$ cat config.mk
export PLATFORM = sky130hd
export DESIGN_NAME = wei_top
export DESIGN_NICKNAME = d
export VERILOG_FILES = /design/src/hw/wei_pkg.sv /design/src/hw/wei_top.sv
export VERILOG_INCLUDE_DIRS = /design/src /design/src/hw
export SDC_FILE = /design/constraint.sdc
export NUM_CORES = 1
export LEC_CHECK = 0
export ABC_AREA = 1
export BUFFER_PORTS_ARGS = -buffer_cell sky130_fd_sc_hd__buf_2
export CORE_MARGIN = 10
export CORE_UTILIZATION = 55
export CTS_BUF_LIST = sky130_fd_sc_hd__clkbuf_16
export DETAILED_ROUTE_END_ITERATION = 6
export GPL_ROUTABILITY_DRIVEN = 0
export GPL_TIMING_DRIVEN = 0
export PLACE_DENSITY = 0.85
export SLEW_MARGIN = 20
export SYNTH_ARGS = -nofsm -noshare
export SYNTH_HDL_FRONTEND = slang
export SYNTH_SLANG_ARGS = --single-unit
$ cat constraint.sdc
create_clock -name sys_clk -period 4.8 [get_ports sys_clk]
set_input_delay 0.72 -clock sys_clk [delete_from_list [all_inputs] [get_ports sys_clk]]
set_output_delay 0.72 -clock sys_clk [all_outputs]
set_load 0.02 [all_outputs]
$ cat src/hw/wei_map.svh
// register offsets, field positions and reset values of the wakeup edge and enable block
`ifndef WEI_MAP_SVH
`define WEI_MAP_SVH

// byte offsets on the register bus
`define WEI_OFS_EDGE      5'h00
`define WEI_OFS_ENABLE    5'h04
`define WEI_OFS_WFLAG     5'h08
`define WEI_OFS_DTFLAG    5'h0c
`define WEI_OFS_STATUS    5'h10
`define WEI_OFS_MASK      5'h14

// reserved bits that always read as one
`define WEI_EDGE_RSVD     8'hc0
`define WEI_ENABLE_RSVD   8'h10
`define WEI_WFLAG_RSVD    8'hc0
`define WEI_DTFLAG_RSVD   8'h7f

// reset values of the writable fields
`define WEI_EDGE_RST      6'h00
`define WEI_ENABLE_RST    8'h00
`define WEI_STATUS_RST    8'h00

// field positions in the enable register
`define WEI_EN_DT         7
`define WEI_EN_TA         6
`define WEI_EN_WAKE       5
`define WEI_EN_WMASK      8'hef

// field positions in the event status register
`define WEI_ST_DT         6
`define WEI_ST_TRIG       7

// shared wakeup pin that also feeds the converter trigger
`define WEI_TRIG_PIN      5

`endif

$ cat src/hw/wei_pkg.sv
// types of the wakeup edge and enable block
package wei_pkg;
    typedef enum logic {WEI_BUS_IDLE, WEI_BUS_ANSWER} wei_bus_t;
    typedef logic [7:0] wei_byte_t;
endpackage : wei_pkg

$ cat src/hw/wei_top.sv
// wakeup edge select, interrupt enable and request gating with an avalon-mm slave
// Function
// bits 7 and 6 of the wakeup edge select register read as one and ignore writes.
// bits 5 to 0 of the edge select pick falling (0) or rising (1) edge per wakeup pin, reset 0.
// the edge chosen for wakeup pin 5 also applies to the shared converter trigger input.
// enable bit 7 passes the direct transition request to the cpu, reset 0.
// enable bit 6 passes the timer overflow request, reset 0.
// enable bit 5 is one common enable for all six wakeup requests, reset 0.
// enable bit 4 reads as one and ignores writes.
// enable bits 3 to 0 pass the four external pin requests each, reset 0.
// a request colliding with a clear of its enable or flag while unmasked is still taken.
// software should clear enables and flags only while the cpu mask bit is one.
// a wakeup flag sets on the selected edge of an interrupt pin and clears only by writing 0.
// the direct transition flag sets on a direct transition with control on, clears by 0.
// while the cpu mask bit is one all maskable requests are held off.
// each request is flag and enable, registered so it stands a full clock before use.
//
// The Avalon-MM slave port and the placing of the registers are this design's own decisions.
`timescale 1ns/1ps
`default_nettype none
`include "wei_map.svh"

module wei_top
    import wei_pkg::*;
(
    input  wire logic        sys_clk,
    input  wire logic        rst,
    input  wire logic [4:0]  address,
    input  wire logic        read,
    input  wire logic        write,
    input  wire logic [31:0] writedata,
    input  wire logic [3:0]  byteenable,
    output logic      [31:0] readdata,
    output logic             waitrequest,
    input  wire logic [5:0]  wake_pin,
    input  wire logic [5:0]  wake_pin_irq_mode,
    input  wire logic        sleep_direct_transition,
    input  wire logic        direct_transition_control,
    input  wire logic        timer_flag_in,
    input  wire logic [3:0]  ext_flag_in,
    input  wire logic        cpu_mask,
    output logic             dt_req,
    output logic             ta_req,
    output logic             wake_req,
    output logic [3:0]       ext_req,
    output logic             converter_trigger_out,
    output logic             irq
);

    wei_bus_t    bus_r;
    logic [31:0] readdata_r;
    logic [5:0]  edge_r;
    wei_byte_t   enable_r;
    wei_byte_t   coll_r;
    logic [5:0]  wflag_r;
    logic        dtflag_r;
    wei_byte_t   status_r;
    wei_byte_t   mask_r;
    logic [5:0]  prev_r;
    logic        started_r;
    logic        dt_req_r;
    logic        ta_req_r;
    logic        wake_req_r;
    logic [3:0]  ext_req_r;
    logic        trig_r;
    logic        irq_r;

    logic        acc;
    logic        wr_acc;
    logic        wr_lane;
    logic [5:0]  det_rise;
    logic [5:0]  det_fall;
    logic [5:0]  det_sel;
    logic [5:0]  wake_set;
    logic        dt_set;
    wei_byte_t   pending;
    wei_byte_t   event_vec;
    wei_byte_t   rd_nxt;

    // an access completes at the edge where waitrequest is low
    assign acc     = (read || write) && (bus_r == WEI_BUS_ANSWER);
    assign wr_acc  = acc && write;
    assign wr_lane = wr_acc && byteenable[0];

    // waitrequest is high by default and drops for one cycle per access
    always_ff @(posedge sys_clk or posedge rst) begin
        if (rst) begin
            bus_r <= WEI_BUS_IDLE;
        end else begin
            case (bus_r)
                WEI_BUS_IDLE: begin
                    if (read || write) begin
                        bus_r <= WEI_BUS_ANSWER;
                    end
                end
                WEI_BUS_ANSWER: bus_r <= WEI_BUS_IDLE;
                default:        bus_r <= WEI_BUS_IDLE;
            endcase
        end
    end

    // read mux, reserved bits forced to one, unmapped offsets read zero
    always_comb begin
        rd_nxt = 8'h00;
        case (address)
            `WEI_OFS_EDGE:   rd_nxt = `WEI_EDGE_RSVD | {2'h0, edge_r};
            `WEI_OFS_ENABLE: rd_nxt = `WEI_ENABLE_RSVD | enable_r;
            `WEI_OFS_WFLAG:  rd_nxt = `WEI_WFLAG_RSVD | {2'h0, wflag_r};
            `WEI_OFS_DTFLAG: rd_nxt = `WEI_DTFLAG_RSVD | {dtflag_r, 7'h00};
            `WEI_OFS_STATUS: rd_nxt = status_r;
            `WEI_OFS_MASK:   rd_nxt = mask_r;
            default:         rd_nxt = 8'h00;
        endcase
    end

    // read data is loaded while the request waits, so it stands at the answer edge
    always_ff @(posedge sys_clk or posedge rst) begin
        if (rst) begin
            readdata_r <= 32'h0000_0000;
        end else if (read && bus_r == WEI_BUS_IDLE) begin
            readdata_r <= {24'h00_0000, rd_nxt};
        end
    end

    // edge select: only the low six bits are stored
    always_ff @(posedge sys_clk or posedge rst) begin
        if (rst) begin
            edge_r <= `WEI_EDGE_RST;
        end else if (wr_lane && address == `WEI_OFS_EDGE) begin
            edge_r <= writedata[5:0];
        end
    end

    // enable register; bit 4 is never stored
    always_ff @(posedge sys_clk or posedge rst) begin
        if (rst) begin
            enable_r <= `WEI_ENABLE_RST;
        end else if (wr_lane && address == `WEI_OFS_ENABLE) begin
            enable_r <= writedata[7:0] & `WEI_EN_WMASK;
        end
    end

    // pending sources in enable layout
    assign pending = {dtflag_r, timer_flag_in, |wflag_r, 1'b0, ext_flag_in};

    // a clear of an enable that meets a pending request while unmasked keeps it alive
    always_ff @(posedge sys_clk or posedge rst) begin
        if (rst) begin
            coll_r <= 8'h00;
        end else if (wr_lane && address == `WEI_OFS_ENABLE && !cpu_mask) begin
            coll_r <= (coll_r | (enable_r & ~writedata[7:0] & pending)) & pending;
        end else begin
            coll_r <= coll_r & pending;
        end
    end

    // pin edge detection, idle for the first cycle after reset
    assign det_rise = wake_pin & ~prev_r;
    assign det_fall = ~wake_pin & prev_r;
    assign det_sel  = started_r ? ((edge_r & det_rise) | (~edge_r & det_fall)) : 6'h00;
    assign wake_set = det_sel & wake_pin_irq_mode;
    assign dt_set   = sleep_direct_transition && direct_transition_control;

    always_ff @(posedge sys_clk or posedge rst) begin
        if (rst) begin
            prev_r    <= 6'h00;
            started_r <= 1'b0;
        end else begin
            prev_r    <= wake_pin;
            started_r <= 1'b1;
        end
    end

    // wakeup flags: writing 0 clears, a same-cycle edge wins
    always_ff @(posedge sys_clk or posedge rst) begin
        if (rst) begin
            wflag_r <= 6'h00;
        end else if (wr_lane && address == `WEI_OFS_WFLAG) begin
            wflag_r <= (wflag_r & writedata[5:0]) | wake_set;
        end else begin
            wflag_r <= wflag_r | wake_set;
        end
    end

    // direct transition flag: writing 0 clears, a same-cycle set wins
    always_ff @(posedge sys_clk or posedge rst) begin
        if (rst) begin
            dtflag_r <= 1'b0;
        end else if (wr_lane && address == `WEI_OFS_DTFLAG) begin
            dtflag_r <= (dtflag_r && writedata[7]) || dt_set;
        end else begin
            dtflag_r <= dtflag_r || dt_set;
        end
    end

    // converter trigger follows the edge chosen for the shared pin
    always_ff @(posedge sys_clk or posedge rst) begin
        if (rst) begin
            trig_r <= 1'b0;
        end else begin
            trig_r <= det_sel[`WEI_TRIG_PIN];
        end
    end

    // gated requests to the cpu, registered so they stand a full clock
    always_ff @(posedge sys_clk or posedge rst) begin
        if (rst) begin
            dt_req_r   <= 1'b0;
            ta_req_r   <= 1'b0;
            wake_req_r <= 1'b0;
            ext_req_r  <= 4'h0;
        end else begin
            dt_req_r   <= pending[`WEI_EN_DT] && !cpu_mask
                          && (enable_r[`WEI_EN_DT] || coll_r[`WEI_EN_DT]);
            ta_req_r   <= pending[`WEI_EN_TA] && !cpu_mask
                          && (enable_r[`WEI_EN_TA] || coll_r[`WEI_EN_TA]);
            wake_req_r <= pending[`WEI_EN_WAKE] && !cpu_mask
                          && (enable_r[`WEI_EN_WAKE] || coll_r[`WEI_EN_WAKE]);
            ext_req_r  <= ext_flag_in & (enable_r[3:0] | coll_r[3:0])
                          & {4{!cpu_mask}};
        end
    end

    // event status: sticky, write one to clear, a new event wins
    assign event_vec = {trig_r, dt_set, wake_set};

    always_ff @(posedge sys_clk or posedge rst) begin
        if (rst) begin
            status_r <= `WEI_STATUS_RST;
        end else if (wr_lane && address == `WEI_OFS_STATUS) begin
            status_r <= (status_r & ~writedata[7:0]) | event_vec;
        end else begin
            status_r <= status_r | event_vec;
        end
    end

    // interrupt mask, same layout as status
    always_ff @(posedge sys_clk or posedge rst) begin
        if (rst) begin
            mask_r <= `WEI_STATUS_RST;
        end else if (wr_lane && address == `WEI_OFS_MASK) begin
            mask_r <= writedata[7:0];
        end
    end

    // level interrupt while an unmasked status bit is set
    always_ff @(posedge sys_clk or posedge rst) begin
        if (rst) begin
            irq_r <= 1'b0;
        end else begin
            irq_r <= |(status_r & mask_r);
        end
    end

    // outputs straight from flip-flops, except waitrequest, which is decoded from the bus state
    assign readdata              = readdata_r;
    assign waitrequest           = (bus_r == WEI_BUS_IDLE);
    assign dt_req                = dt_req_r;
    assign ta_req                = ta_req_r;
    assign wake_req              = wake_req_r;
    assign ext_req               = ext_req_r;
    assign converter_trigger_out = trig_r;
    assign irq                   = irq_r;
endmodule : wei_top
`default_nettype wire

==> metrics.md, run 1 <==
| Metric | Value |
|---|---|
| Hold WC Path Type | `in2async` |
| Die Height | `98.5 um` |
| Initial Util | `57.0%` |
| Area leader, netlist | `dfrtp_1` |
| Crit start category | `input port` |
| Clock buffer depth | `2` |
| Max Clock Freq | `558 MHz` |
| # rows | `28` |
| Synth top area cells | `dfrtp_1 (50%), nand2_1 (12%), buf_4 (5.8%)` |
| Mean post-synth cell area | `8.81 um^2` |
| Drt pass-1 iters | `5` |
| Port buffer count | `54` |
| Yosys warning count | `0` |
| Max Cap Viol | `0` |
| Width of the die | `98.5 um` |
| Total number of vias | `2975` |
| Final hold viol count | `0` |
| Max VDD drop | `0.000226 V` |
| Count leader, synth | `nand2_1` |
| CP max FO | `10` |
| Critical Path AT | `2.00 ns` |
| FF-to-FF path depth | `5` |
| Setup tns final | `0 ns` |
| Final WL | `8810 um` |
| GRT Total Usage | `18.4%` |
| Number of global-route vias before repair | `3017` |
| Total gr overflow | `0` |
| Reg2reg end | `wflag_r[3]` |
| Worst R2R Setup Slack | `3.20 ns` |
| RSZ-0062 raised after global routing | `false` |
| Post-synth top cells | `nand2_1 (104), dfrtp_1 (68), inv_1 (36)` |
| Final setup viols | `0` |
| Drt wl/cell | `15.9 um` |
| Design area | `4140 um^2` |
| Final Critical Period | `1.79 ns` |
| Final period utilization | `37.4%` |
| # DRC | `0` |
| Die area | `9710 um^2` |
| Initial DRC count | `248` |
| DPL Wire Length | `6610 um` |
| P&R area growth vs syn | `22.0%` |
| Largest net degree at the start of global routing | `36` |
| H-Tree Depth | `3` |
| Seq/Total Area, Yosys | `50.2%` |
| # Post-CTS Setup Buffers | `0` |
| Async S/R FF share, synth | `100%` |
| CP endpoint kind | `flip-flop` |
| EDFF count, synth | `0` |
| # hold bufs at CTS | `0` |
| CTS resizes | `0` |
| Ys flop type | `dfrtp_1` |
| Clock slew at reported path FFs | `0.05 ns` |
| ANT nets after route | `0` |
| Crit path from | `address[4]` |
| CTS tree | `done` |
| DP Area | `3860 um^2` |
| Clock root cell | `clkbuf_16` |
| Flop and latch count out of synthesis | `68` |
| Fin nets | `539` |
| Gate Count Post-Synth | `385` |
| First-pass GRT wire length | `14600 um` |
| Layout cells sized above 1 | `25.3%` |
| Setup Skew | `0.00316 ns` |
| Clock Latency Late Sink | `0.32 ns` |
| Cell Pwr Density | `352 nW/um^2` |
| Worst r2r src | `bus_r` |
| CTS Buf Count | `9` |
| Yosys top cell area share | `50.2%` |
| Crit path kind | `in2reg` |
| Pleak | `0.00223 uW` |
| ANT cells | `0` |
| Sink Count | `68` |
| Max-slew violations | `0` |
| Core area | `5960 um^2` |
| Initial antenna violation count | `0` |
| Top Ports | `107` |
| Outcome | `finished clean` |
| Tightest hold margin | `0.401 ns` |
| Distinct cell type count after synthesis | `34` |
| Post-DR vias/cell | `5.38` |
| Critical path required time | `5.00 ns` |
| Mapped Area | `3390 um^2` |
[flip-flops by register name, summed over array words and instances, names as in the netlist]
name and cells:
status_r 8, mask_r 8, converter_trigger_out 1, wake_req 1
ta_req 1, coll_r 7, started_r 1, enable_r 7
edge_r 6, bus_r 1, wflag_r 6, dt_req 1
dtflag_r 1, ext_req 4, readdata 8, irq 1
prev_r 6
[cells in the final DEF (no fill, tap or decap), drive strengths merged]
cell type	n
inv	42
nand3	19
a21o	1
o21ai	33
nor2	23
clkinv	3
nor3	6
nand4	19
buf	87
o211ai	7
o21bai	7
o2111ai	5
nand2	107
a221oi	2
a211oi	3
bufinv	1
dfrtp	68
conb	25
o211a	1
o21a	1
clkbuf	11
a21oi	4
o31ai	3
[through the flow]
step	cells	util (%)	setup WS, ns	total power [uW]
2_1_floorplan	408	-	2.37	780
3_3_place_gp	537	64.5	1.60	838
3_5_place_dp	538	64.9	2.78	849
4_1_cts	553	69.5	3.06	1460
5_1_grt	553	69.5	2.99	1510
6_report	553	69.5	3.01	1460
[kinds of logic (layout without fill, tap and decap cells)]
logic type | Yosys count | in the layout | share of synthesized area, %
AND/OR/NAND/NOR | 174 | 174 | 24.3
buffers and inverters | 74 | 144 | 11.8
flip-flops | 68 | 68 | 50.2
AO/OA/AOI/OAI | 67 | 67 | 13.5
other | 2 | 25 | 0.221
[metal layers]
metal  track usage, %  vias to the layer above  share of wire (%)  wire length, um
li1                 -                     1418                  -                -
met4             9.37                        0                3.2              282
met5                0                        -                  0                0
met2             28.1                      174                 45             3940
met3             5.80                       30                 11              944
met1             23.0                     1353                 41             3640
[layout make-up]
type	count	area [um^2]
fillers	460	1820
flip-flops and latches	68	1700
multi-input cells	266	1380
repair buffers	55	290
plain buffers	34	251
clock buffers	9	225
inverters	40	153
well taps	75	93.8
clock inverters	6	48.8
[worst max-delay path, stage by stage]
cell	delay [ns]
buf_2	0.11
buf_4	0.18
nor2_4	0.25
nand4_1	0.35
o21ai_0	0.30
nand2_1	0.08
[where the power goes]
part / internal (uW) / switching (uW) / total (uW)
clock: 389 / 223 / 613
sequential: 614 / 30.9 / 645
combinational: 70.9 / 127 / 198
total: 1070 / 381 / 1460
[worst max path at each step]
stage                  endpoint  cells past startpoint
detailed placement  status_r[7]                      7
floorplan                 bus_r                      1
finish               wflag_r[3]                      6
global placement      coll_r[1]                      2
global route         wflag_r[5]                      6
CTS                  wflag_r[0]                      6
Power figures use the tool's default switching activity.
==> inputs of run 2 (changes only) <==
--- a/config.mk
+++ b/config.mk
@@ -9,12 +9,12 @@
 export ABC_AREA = 1
 export BUFFER_PORTS_ARGS = -buffer_cell sky130_fd_sc_hd__buf_2
 export CORE_MARGIN = 10
-export CORE_UTILIZATION = 55
+export CORE_UTILIZATION = 51
 export CTS_BUF_LIST = sky130_fd_sc_hd__clkbuf_16
 export DETAILED_ROUTE_END_ITERATION = 6
 export GPL_ROUTABILITY_DRIVEN = 0
 export GPL_TIMING_DRIVEN = 0
-export PLACE_DENSITY = 0.85
+export PLACE_DENSITY = 0.8
 export SLEW_MARGIN = 20
 export SYNTH_ARGS = -nofsm -noshare
 export SYNTH_HDL_FRONTEND = slang
==> constraint.sdc (replaced) <==
create_clock -name sys_clk -period 1.75 [get_ports sys_clk]
set_input_delay 0.2625 -clock sys_clk [delete_from_list [all_inputs] [get_ports sys_clk]]
set_output_delay 0.2625 -clock sys_clk [all_outputs]
set_load 0.02 [all_outputs]
==> run 2 against run 1 <==
Clock skew increased by 0.0031 ns. First-iteration DRC count shrank 13%. Hold slack got worse by 0.35 ns. Utilization is 4.3 points lower. Clock power increased to 2.9 times the previous value. Routed wire length is 0.89% lower. Combinational power rose to 2.8 times the previous value. Critical path depth down 1. Sequential cell count unchanged. Register-to-register slack lost 3.0 ns. Worst setup slack got worse by 2.8 ns. Critical path type is now reg2reg. Critical endpoint unchanged. Largest cell class unchanged.
==> metrics.md, run 2 (synthesis gave the netlist of run 1 again) <==
| Metric | Value |
|---|---|
| Outcome | `finished clean` |
| Worst R2R Setup Slack | `0.17 ns (-3.03 ns)` |
| CP top delay family | `simple AND/OR/NAND/NOR gates` |
| Max Cap Viol | `0 (unchanged)` |
| Max VDD drop | `0.000678 V (+200%)` |
| Final hold viol count | `0 (unchanged)` |
| Width of the die | `102 um (+3.1%)` |
| Max-slew violations | `0 (unchanged)` |
| CP endpoint kind | `flip-flop` |
| Setup Skew | `0.00630 ns (+0.00314 ns)` |
| Worst r2r src | `bus_r` |
| Final Critical Period | `1.58 ns` |
| CP Buf/Inv Count | `1 (-1)` |
| FF-to-FF path depth | `5 (unchanged)` |
| Fin nets | `541 (+0.37%)` |
| Core area | `6420 um^2 (+7.8%)` |
| Final WL | `8730 um (-0.89%)` |
| RSZ-0062 raised after global routing | `false` |
| ANT cells | `0 (unchanged)` |
| CP max FO | `6 (-4)` |
| Crit path kind | `reg2reg` |
| Drt pass-1 iters | `5 (unchanged)` |
| Crit start category | `flip-flop` |
| GRT busiest layer | `met2` |
| Final period utilization | `90.4%` |
| Pleak | `0.00225 uW (+0.71%)` |
| Setup tns final | `0 ns (unchanged)` |
| Met2 track demand over resource | `27.0% (-1.1 points)` |
| Clock Latency Late Sink | `0.33 ns (about the same)` |
| Reg2reg end | `wflag_r[3]` |
| H-Tree Depth | `3 (unchanged)` |
| Number of global-route vias before repair | `2902 (-3.8%)` |
| Total number of vias | `2988 (+0.44%)` |
| DPL Wire Length | `6580 um (-0.52%)` |
| Die area | `10300 um^2 (+6.2%)` |
| Clock buffer depth | `2 (unchanged)` |
| Endpoint, Worst Hold | `prev_r[5]` |
| Clock slew at reported path FFs | `0.05 ns (about the same)` |
| Initial Util | `52.8% (-4.1 points)` |
| Sink Count | `68 (unchanged)` |
| CTS Buf Count | `9 (unchanged)` |
| GRT met1 Usage | `21.5% (-1.5 points)` |
| Layout cells sized above 1 | `26.4% (+1.1 points)` |
| Hold Path Origin | `wake_pin[5]` |
| Slowest stage cell, crit path | `dfrtp_1` |
| Most common cell after layout, fill and taps aside | `nand2_1` |
| CP peak stage delay | `0.39 ns (+0.04 ns)` |
| Die Height | `102 um (+3.1%)` |
| Drt wl/cell | `15.6 um (-1.8%)` |
| Most frequent cells in the layout | `nand2_1 (104), dfrtp_1 (68), buf_2 (57)` |
| Initial antenna violation count | `0 (unchanged)` |
| Total power | `4070 uW (+180%)` |
| # DRC | `0 (unchanged)` |
| Top Ports | `107 (unchanged)` |
| Hold WC Path Type | `in2reg` |
| ANT nets after route | `0 (unchanged)` |
| # rows | `29 (+3.6%)` |
| Final setup viols | `0 (unchanged)` |
| Max Clock Freq | `632 MHz` |
| Post-DR vias/cell | `5.35 (-0.46%)` |
| Met3 Usage GRT | `6.13% (+0.33 points)` |
| GRT Total Usage | `17.3% (-1.1 points)` |
| Design area | `4190 um^2 (+1.2%)` |
| First-pass GRT wire length | `14200 um (-2.9%)` |
| Largest net degree at the start of global routing | `36 (unchanged)` |
| Worst hold stages | `1` |
| Total gr overflow | `0 (unchanged)` |
| CP Cell Sequence | `nand3_2, inv_2, nand4_1, o21ai_0, nand2_1` |
| CTS tree | `done` |
| DP Area | `3890 um^2 (+0.62%)` |
| Critical Path AT | `1.79 ns (-0.21 ns)` |
| P&R area growth vs syn | `23.5%` |
| Critical path required time | `1.95 ns (-3.05 ns)` |
| Cell Pwr Density | `972 nW/um^2 (+180%)` |
| Port buffer count | `54 (unchanged)` |
| # Post-CTS Setup Buffers | `0 (unchanged)` |
| Clock root cell | `clkbuf_16` |
| Initial DRC count | `215 (-13%)` |
==> run 2: cell types whose count changed in the layout (fill, tap and decap cells not counted) <==
cell	change
clkinv_2	+3
inv_6	+1
clkinv_1	-2
dlygate4sd3_1	+1
buf_12	+1
clkinvlp_4	+1
clkinv_4	+1
inv_1	-2
inv_4	-1
==> run 2: worst reg2reg max path, cell delays in order, from the launching register on <==
cell and delay [ns]:
dfrtp_1 0.39, nand3_2 0.20, inv_2 0.21, nand4_1 0.32, o21ai_0 0.28, nand2_1 0.08
==> run 2: worst max-delay path by stage <==
stage | from | end | slack [ns] | depth (start not counted)
after CTS | bus_r | wflag_r[3] | 0.21 | 5
after floorplan | address[2] | edge_r[0] | 0.52 | 8
final | bus_r | wflag_r[3] | 0.17 | 5
after detailed placement | address[1] | status_r[7] | 0.17 | 7
after global routing | bus_r | wflag_r[3] | 0.04 | 5
after global placement | address[1] | status_r[7] | 0.19 | 7
==> run 2: repair_timing <==
item	4_1_cts	5_1_grt
hold buffers	1	0
gates resized for setup	0	0
endpoints found under the hold margin	5	0
==> run 2: cell type report <==
class	count	area [um^2]
sequential	68	1700
multi-input combinational	266	1380
fill	560	2230
clock inverter	7	66.3
tap	77	96.3
clock buffer	9	225
inverter	40	154
buffer	34	251
timing repair buffer	57	320
==> run 2: routing by layer <==
layer	part of all wire, %	vias to the layer above
met5	0	-
met4	2.1	0
met3	11	29
met2	46	159
met1	41	1379
li1	-	1421
==> run 2: through the flow <==
| stage | hold slack (ns) | setup WS, ns | utilization (%) | instances |
|---|---|---|---|---|
| floorplan | 0.294 | 0.524 | - | 408 |
| global placement | 0.386 | 0.191 | 59.9 | 539 |
| detailed placement | 0.198 | 0.175 | 60.5 | 541 |
| CTS | 0.0508 | 0.212 | 65.2 | 558 |
| global route | 0.0547 | 0.0434 | 65.2 | 558 |
| finish | 0.0555 | 0.168 | 65.2 | 558 |
==> run 2: report_power, final <==
group | total, uW | internal (uW) | leakage (uW) | switching (uW)
clock | 1760 | 1100 | 0.000147 | 661
combinational | 549 | 200 | 0.00127 | 349
sequential | 1770 | 1680 | 0.000828 | 82.2
total | 4070 | 2980 | 0.00225 | 1090
==> inputs of run 3 (changes only) <==
--- a/config.mk
+++ b/config.mk
@@ -13,7 +13,6 @@
 export CTS_BUF_LIST = sky130_fd_sc_hd__clkbuf_16
 export DETAILED_ROUTE_END_ITERATION = 6
 export GPL_ROUTABILITY_DRIVEN = 0
-export GPL_TIMING_DRIVEN = 0
 export PLACE_DENSITY = 0.8
 export SLEW_MARGIN = 20
 export SYNTH_ARGS = -nofsm -noshare
==> run 3 against run 2 <==
Count of clock-buffer cells in the layout stayed put. Utilization is 3.8 points lower. Design area is 5.8% lower. First-iteration DRC count is 24% lower. Combinational power is 9.5% lower. Via count is 4.7% lower. Non-clock buffer count is 30 lower. Power is 2.0% lower. Register-to-register slack hardly changed. Worst setup slack worse by 0.014 ns. Critical endpoint unchanged. Largest power group unchanged. Highest routed layer unchanged.
==> metrics.md, run 3 (synthesis gave the netlist of run 1 again) <==
| Metric | Value |
|---|---|
| Outcome | `finished clean` |
| Final Critical Period | `1.60 ns (+0.0143 ns)` |
| ANT nets after route | `0 (unchanged)` |
| Clock root cell | `clkbuf_16` |
| Fin nets | `511 (-5.5%)` |
| Max VDD drop | `0.000523 V (-23%)` |
| Critical path required time | `1.96 ns (about the same)` |
| CP Cell Sequence | `nand3_2, inv_2, nand4_1, o21ai_0, nand2_1` |
| Fill cells | `568 (+1.4%)` |
| RSZ-0062 raised after global routing | `false` |
| Sink Count | `68 (unchanged)` |
| Largest net degree at the start of global routing | `43 (+19%)` |
| ANT cells | `0 (unchanged)` |
| Worst r2r src | `bus_r` |
| Width of the die | `102 um (unchanged)` |
| Worst R2R Setup Slack | `0.15 ns (about the same)` |
| Total gr overflow | `0 (unchanged)` |
| Crit start category | `flip-flop` |
| Total number of vias | `2849 (-4.7%)` |
| Endpoint, Worst Hold | `prev_r[4]` |
| Die Height | `102 um (unchanged)` |
| Drt pass-1 iters | `6 (+1)` |
| CTS Buf Count | `9 (unchanged)` |
| Setup Skew | `0.00905 ns (+0.00275 ns)` |
| GRT met1 Usage | `20.4% (-1.1 points)` |
| GRT Total Usage | `16.7% (-0.58 points)` |
| Core area | `6420 um^2 (unchanged)` |
| Final hold viol count | `0 (unchanged)` |
| Critical Path AT | `1.81 ns (+0.02 ns)` |
| Initial DRC count | `163 (-24%)` |
| # rows | `29 (unchanged)` |
| Cell Pwr Density | `1010 nW/um^2 (+4.0%)` |
| Final setup viols | `0 (unchanged)` |
| Layout cells sized above 1 | `21.7% (-4.7 points)` |
| Max Clock Freq | `626 MHz (-0.89%)` |
| CP endpoint kind | `flip-flop` |
| Clock Latency Late Sink | `0.34 ns (about the same)` |
| Initial Util | `52.8% (unchanged)` |
| Final period utilization | `91.2% (+0.82 points)` |
| CP max FO | `6 (unchanged)` |
| CTS tree | `done` |
| Slowest stage cell, crit path | `dfrtp_1` |
| First-pass GRT wire length | `13400 um (-5.8%)` |
| CP Buf/Inv Count | `1 (unchanged)` |
| Inst Count DP | `511 (-5.5%)` |
| Total power | `3990 uW (-2.0%)` |
| Max-slew violations | `0 (unchanged)` |
| Top Ports | `107 (unchanged)` |
| Drt wl/cell | `15.8 um (+0.91%)` |
| GRT busiest layer | `met2` |
| Non-filler cells, final | `528 (-5.4%)` |
| Number of global-route vias before repair | `2794 (-3.7%)` |
| Die area | `10300 um^2 (unchanged)` |
| DPL Wire Length | `6110 um (-7.0%)` |
| P&R area growth vs syn | `16.4%` |
| Met2 track demand over resource | `25.8% (-1.2 points)` |
| Hold Path Origin | `wake_pin[4]` |
| Final WL | `8340 um (-4.5%)` |
| # DRC | `0 (unchanged)` |
| H-Tree Depth | `3 (unchanged)` |
| CP peak stage delay | `0.40 ns (about the same)` |
| Reg2reg end | `wflag_r[3]` |
| Post-DR vias/cell | `5.40 (+0.77%)` |
| Max Cap Viol | `0 (unchanged)` |
| Register area | `1700 um^2 (unchanged)` |
| Clock slew at reported path FFs | `0.06 ns (about the same)` |
| CP top delay family | `simple AND/OR/NAND/NOR gates` |
| Worst hold stages | `1 (unchanged)` |
| Levels on crit path | `5 (unchanged)` |
| Pleak | `0.00208 uW (-7.3%)` |
| Initial antenna violation count | `0 (unchanged)` |
| Setup tns final | `0 ns (unchanged)` |
| Hold WC Path Type | `in2reg` |
| FF-to-FF path depth | `5 (unchanged)` |
| Crit path kind | `reg2reg` |
| Most frequent cells in the layout | `nand2_1 (104), dfrtp_1 (68), buf_2 (55)` |
| Most common cell after layout, fill and taps aside | `nand2_1` |
| Met3 Usage GRT | `5.31% (-0.82 points)` |
| Port buffer count | `55 (+1.9%)` |
| Multi-input gate area | `1380 um^2 (+0.18%)` |
| Clock buffer depth | `2 (unchanged)` |
run 3: changes by cell type in the layout (fill, tap and decap cells not counted), moves of 2 or more:
| cell | delta |
|---|---|
| buf_4 | -22 |
| buf_6 | -3 |
| buf_2 | -2 |
| clkbuf_1 | -2 |
run 3: timing repair:
item                      4_1_cts  5_1_grt
resized for setup               0        0
buffers inserted                0        0
hold endpoints to repair        7        0
hold buffers                    1        0
run 3: worst max path at each step:
stage          startpoint  slack, ns          end
6_report            bus_r       0.15   wflag_r[3]
4_1_cts             bus_r       0.17   wflag_r[3]
3_3_place_gp   address[2]       0.22  status_r[7]
2_1_floorplan  address[2]       0.52    edge_r[0]
5_1_grt             bus_r       0.03   wflag_r[2]
3_5_place_dp        bus_r       0.18   wflag_r[3]
run 3: final cells by class:
| cell class | instances | share of cell area [%] |
|---|---|---|
| inverters | 40 | 3.90 |
| well taps | 77 | 2.44 |
| repair buffers | 61 | 8.49 |
| clock inverters | 7 | 1.49 |
| flip-flops and latches | 68 | 43.1 |
| clock buffers | 9 | 5.70 |
| multi-input cells | 266 | 34.9 |
run 3: worst register-to-register path, delay by kind of cell, from the launching register on:
family,cells,cell delay (ns)
flops,1,0.40
simple gates,3,0.59
compound gates,1,0.27
buf+inv,1,0.22
run 3: report_power, final:
| group | internal (uW) | switching [uW] | total, uW |
|---|---|---|---|
| registers | 1680 | 79.8 | 1760 |
| clock network | 1080 | 651 | 1730 |
| logic | 159 | 339 | 497 |
run 3: stage by stage:
| step | setup slack [ns] | utilization, % | hold slack, ns | cell area (um^2) |
|---|---|---|---|---|
| after CTS | 0.170 | 61.5 | 0.0525 | 3950 |
| final | 0.153 | 61.5 | 0.0558 | 3950 |
| after floorplan | 0.524 | - | 0.294 | 3480 |
| after global routing | 0.0260 | 61.5 | 0.0529 | 3950 |
| after detailed placement | 0.176 | 56.9 | 0.199 | 3650 |
| after global placement | 0.223 | 56.9 | 0.201 | 3650 |
run 3: per-layer routing:
metal,part of all wire [%],vias up
met3,9.9,25
met4,2.7,0
met2,46,135
met1,42,1328
met5,0,-
li1,-,1361
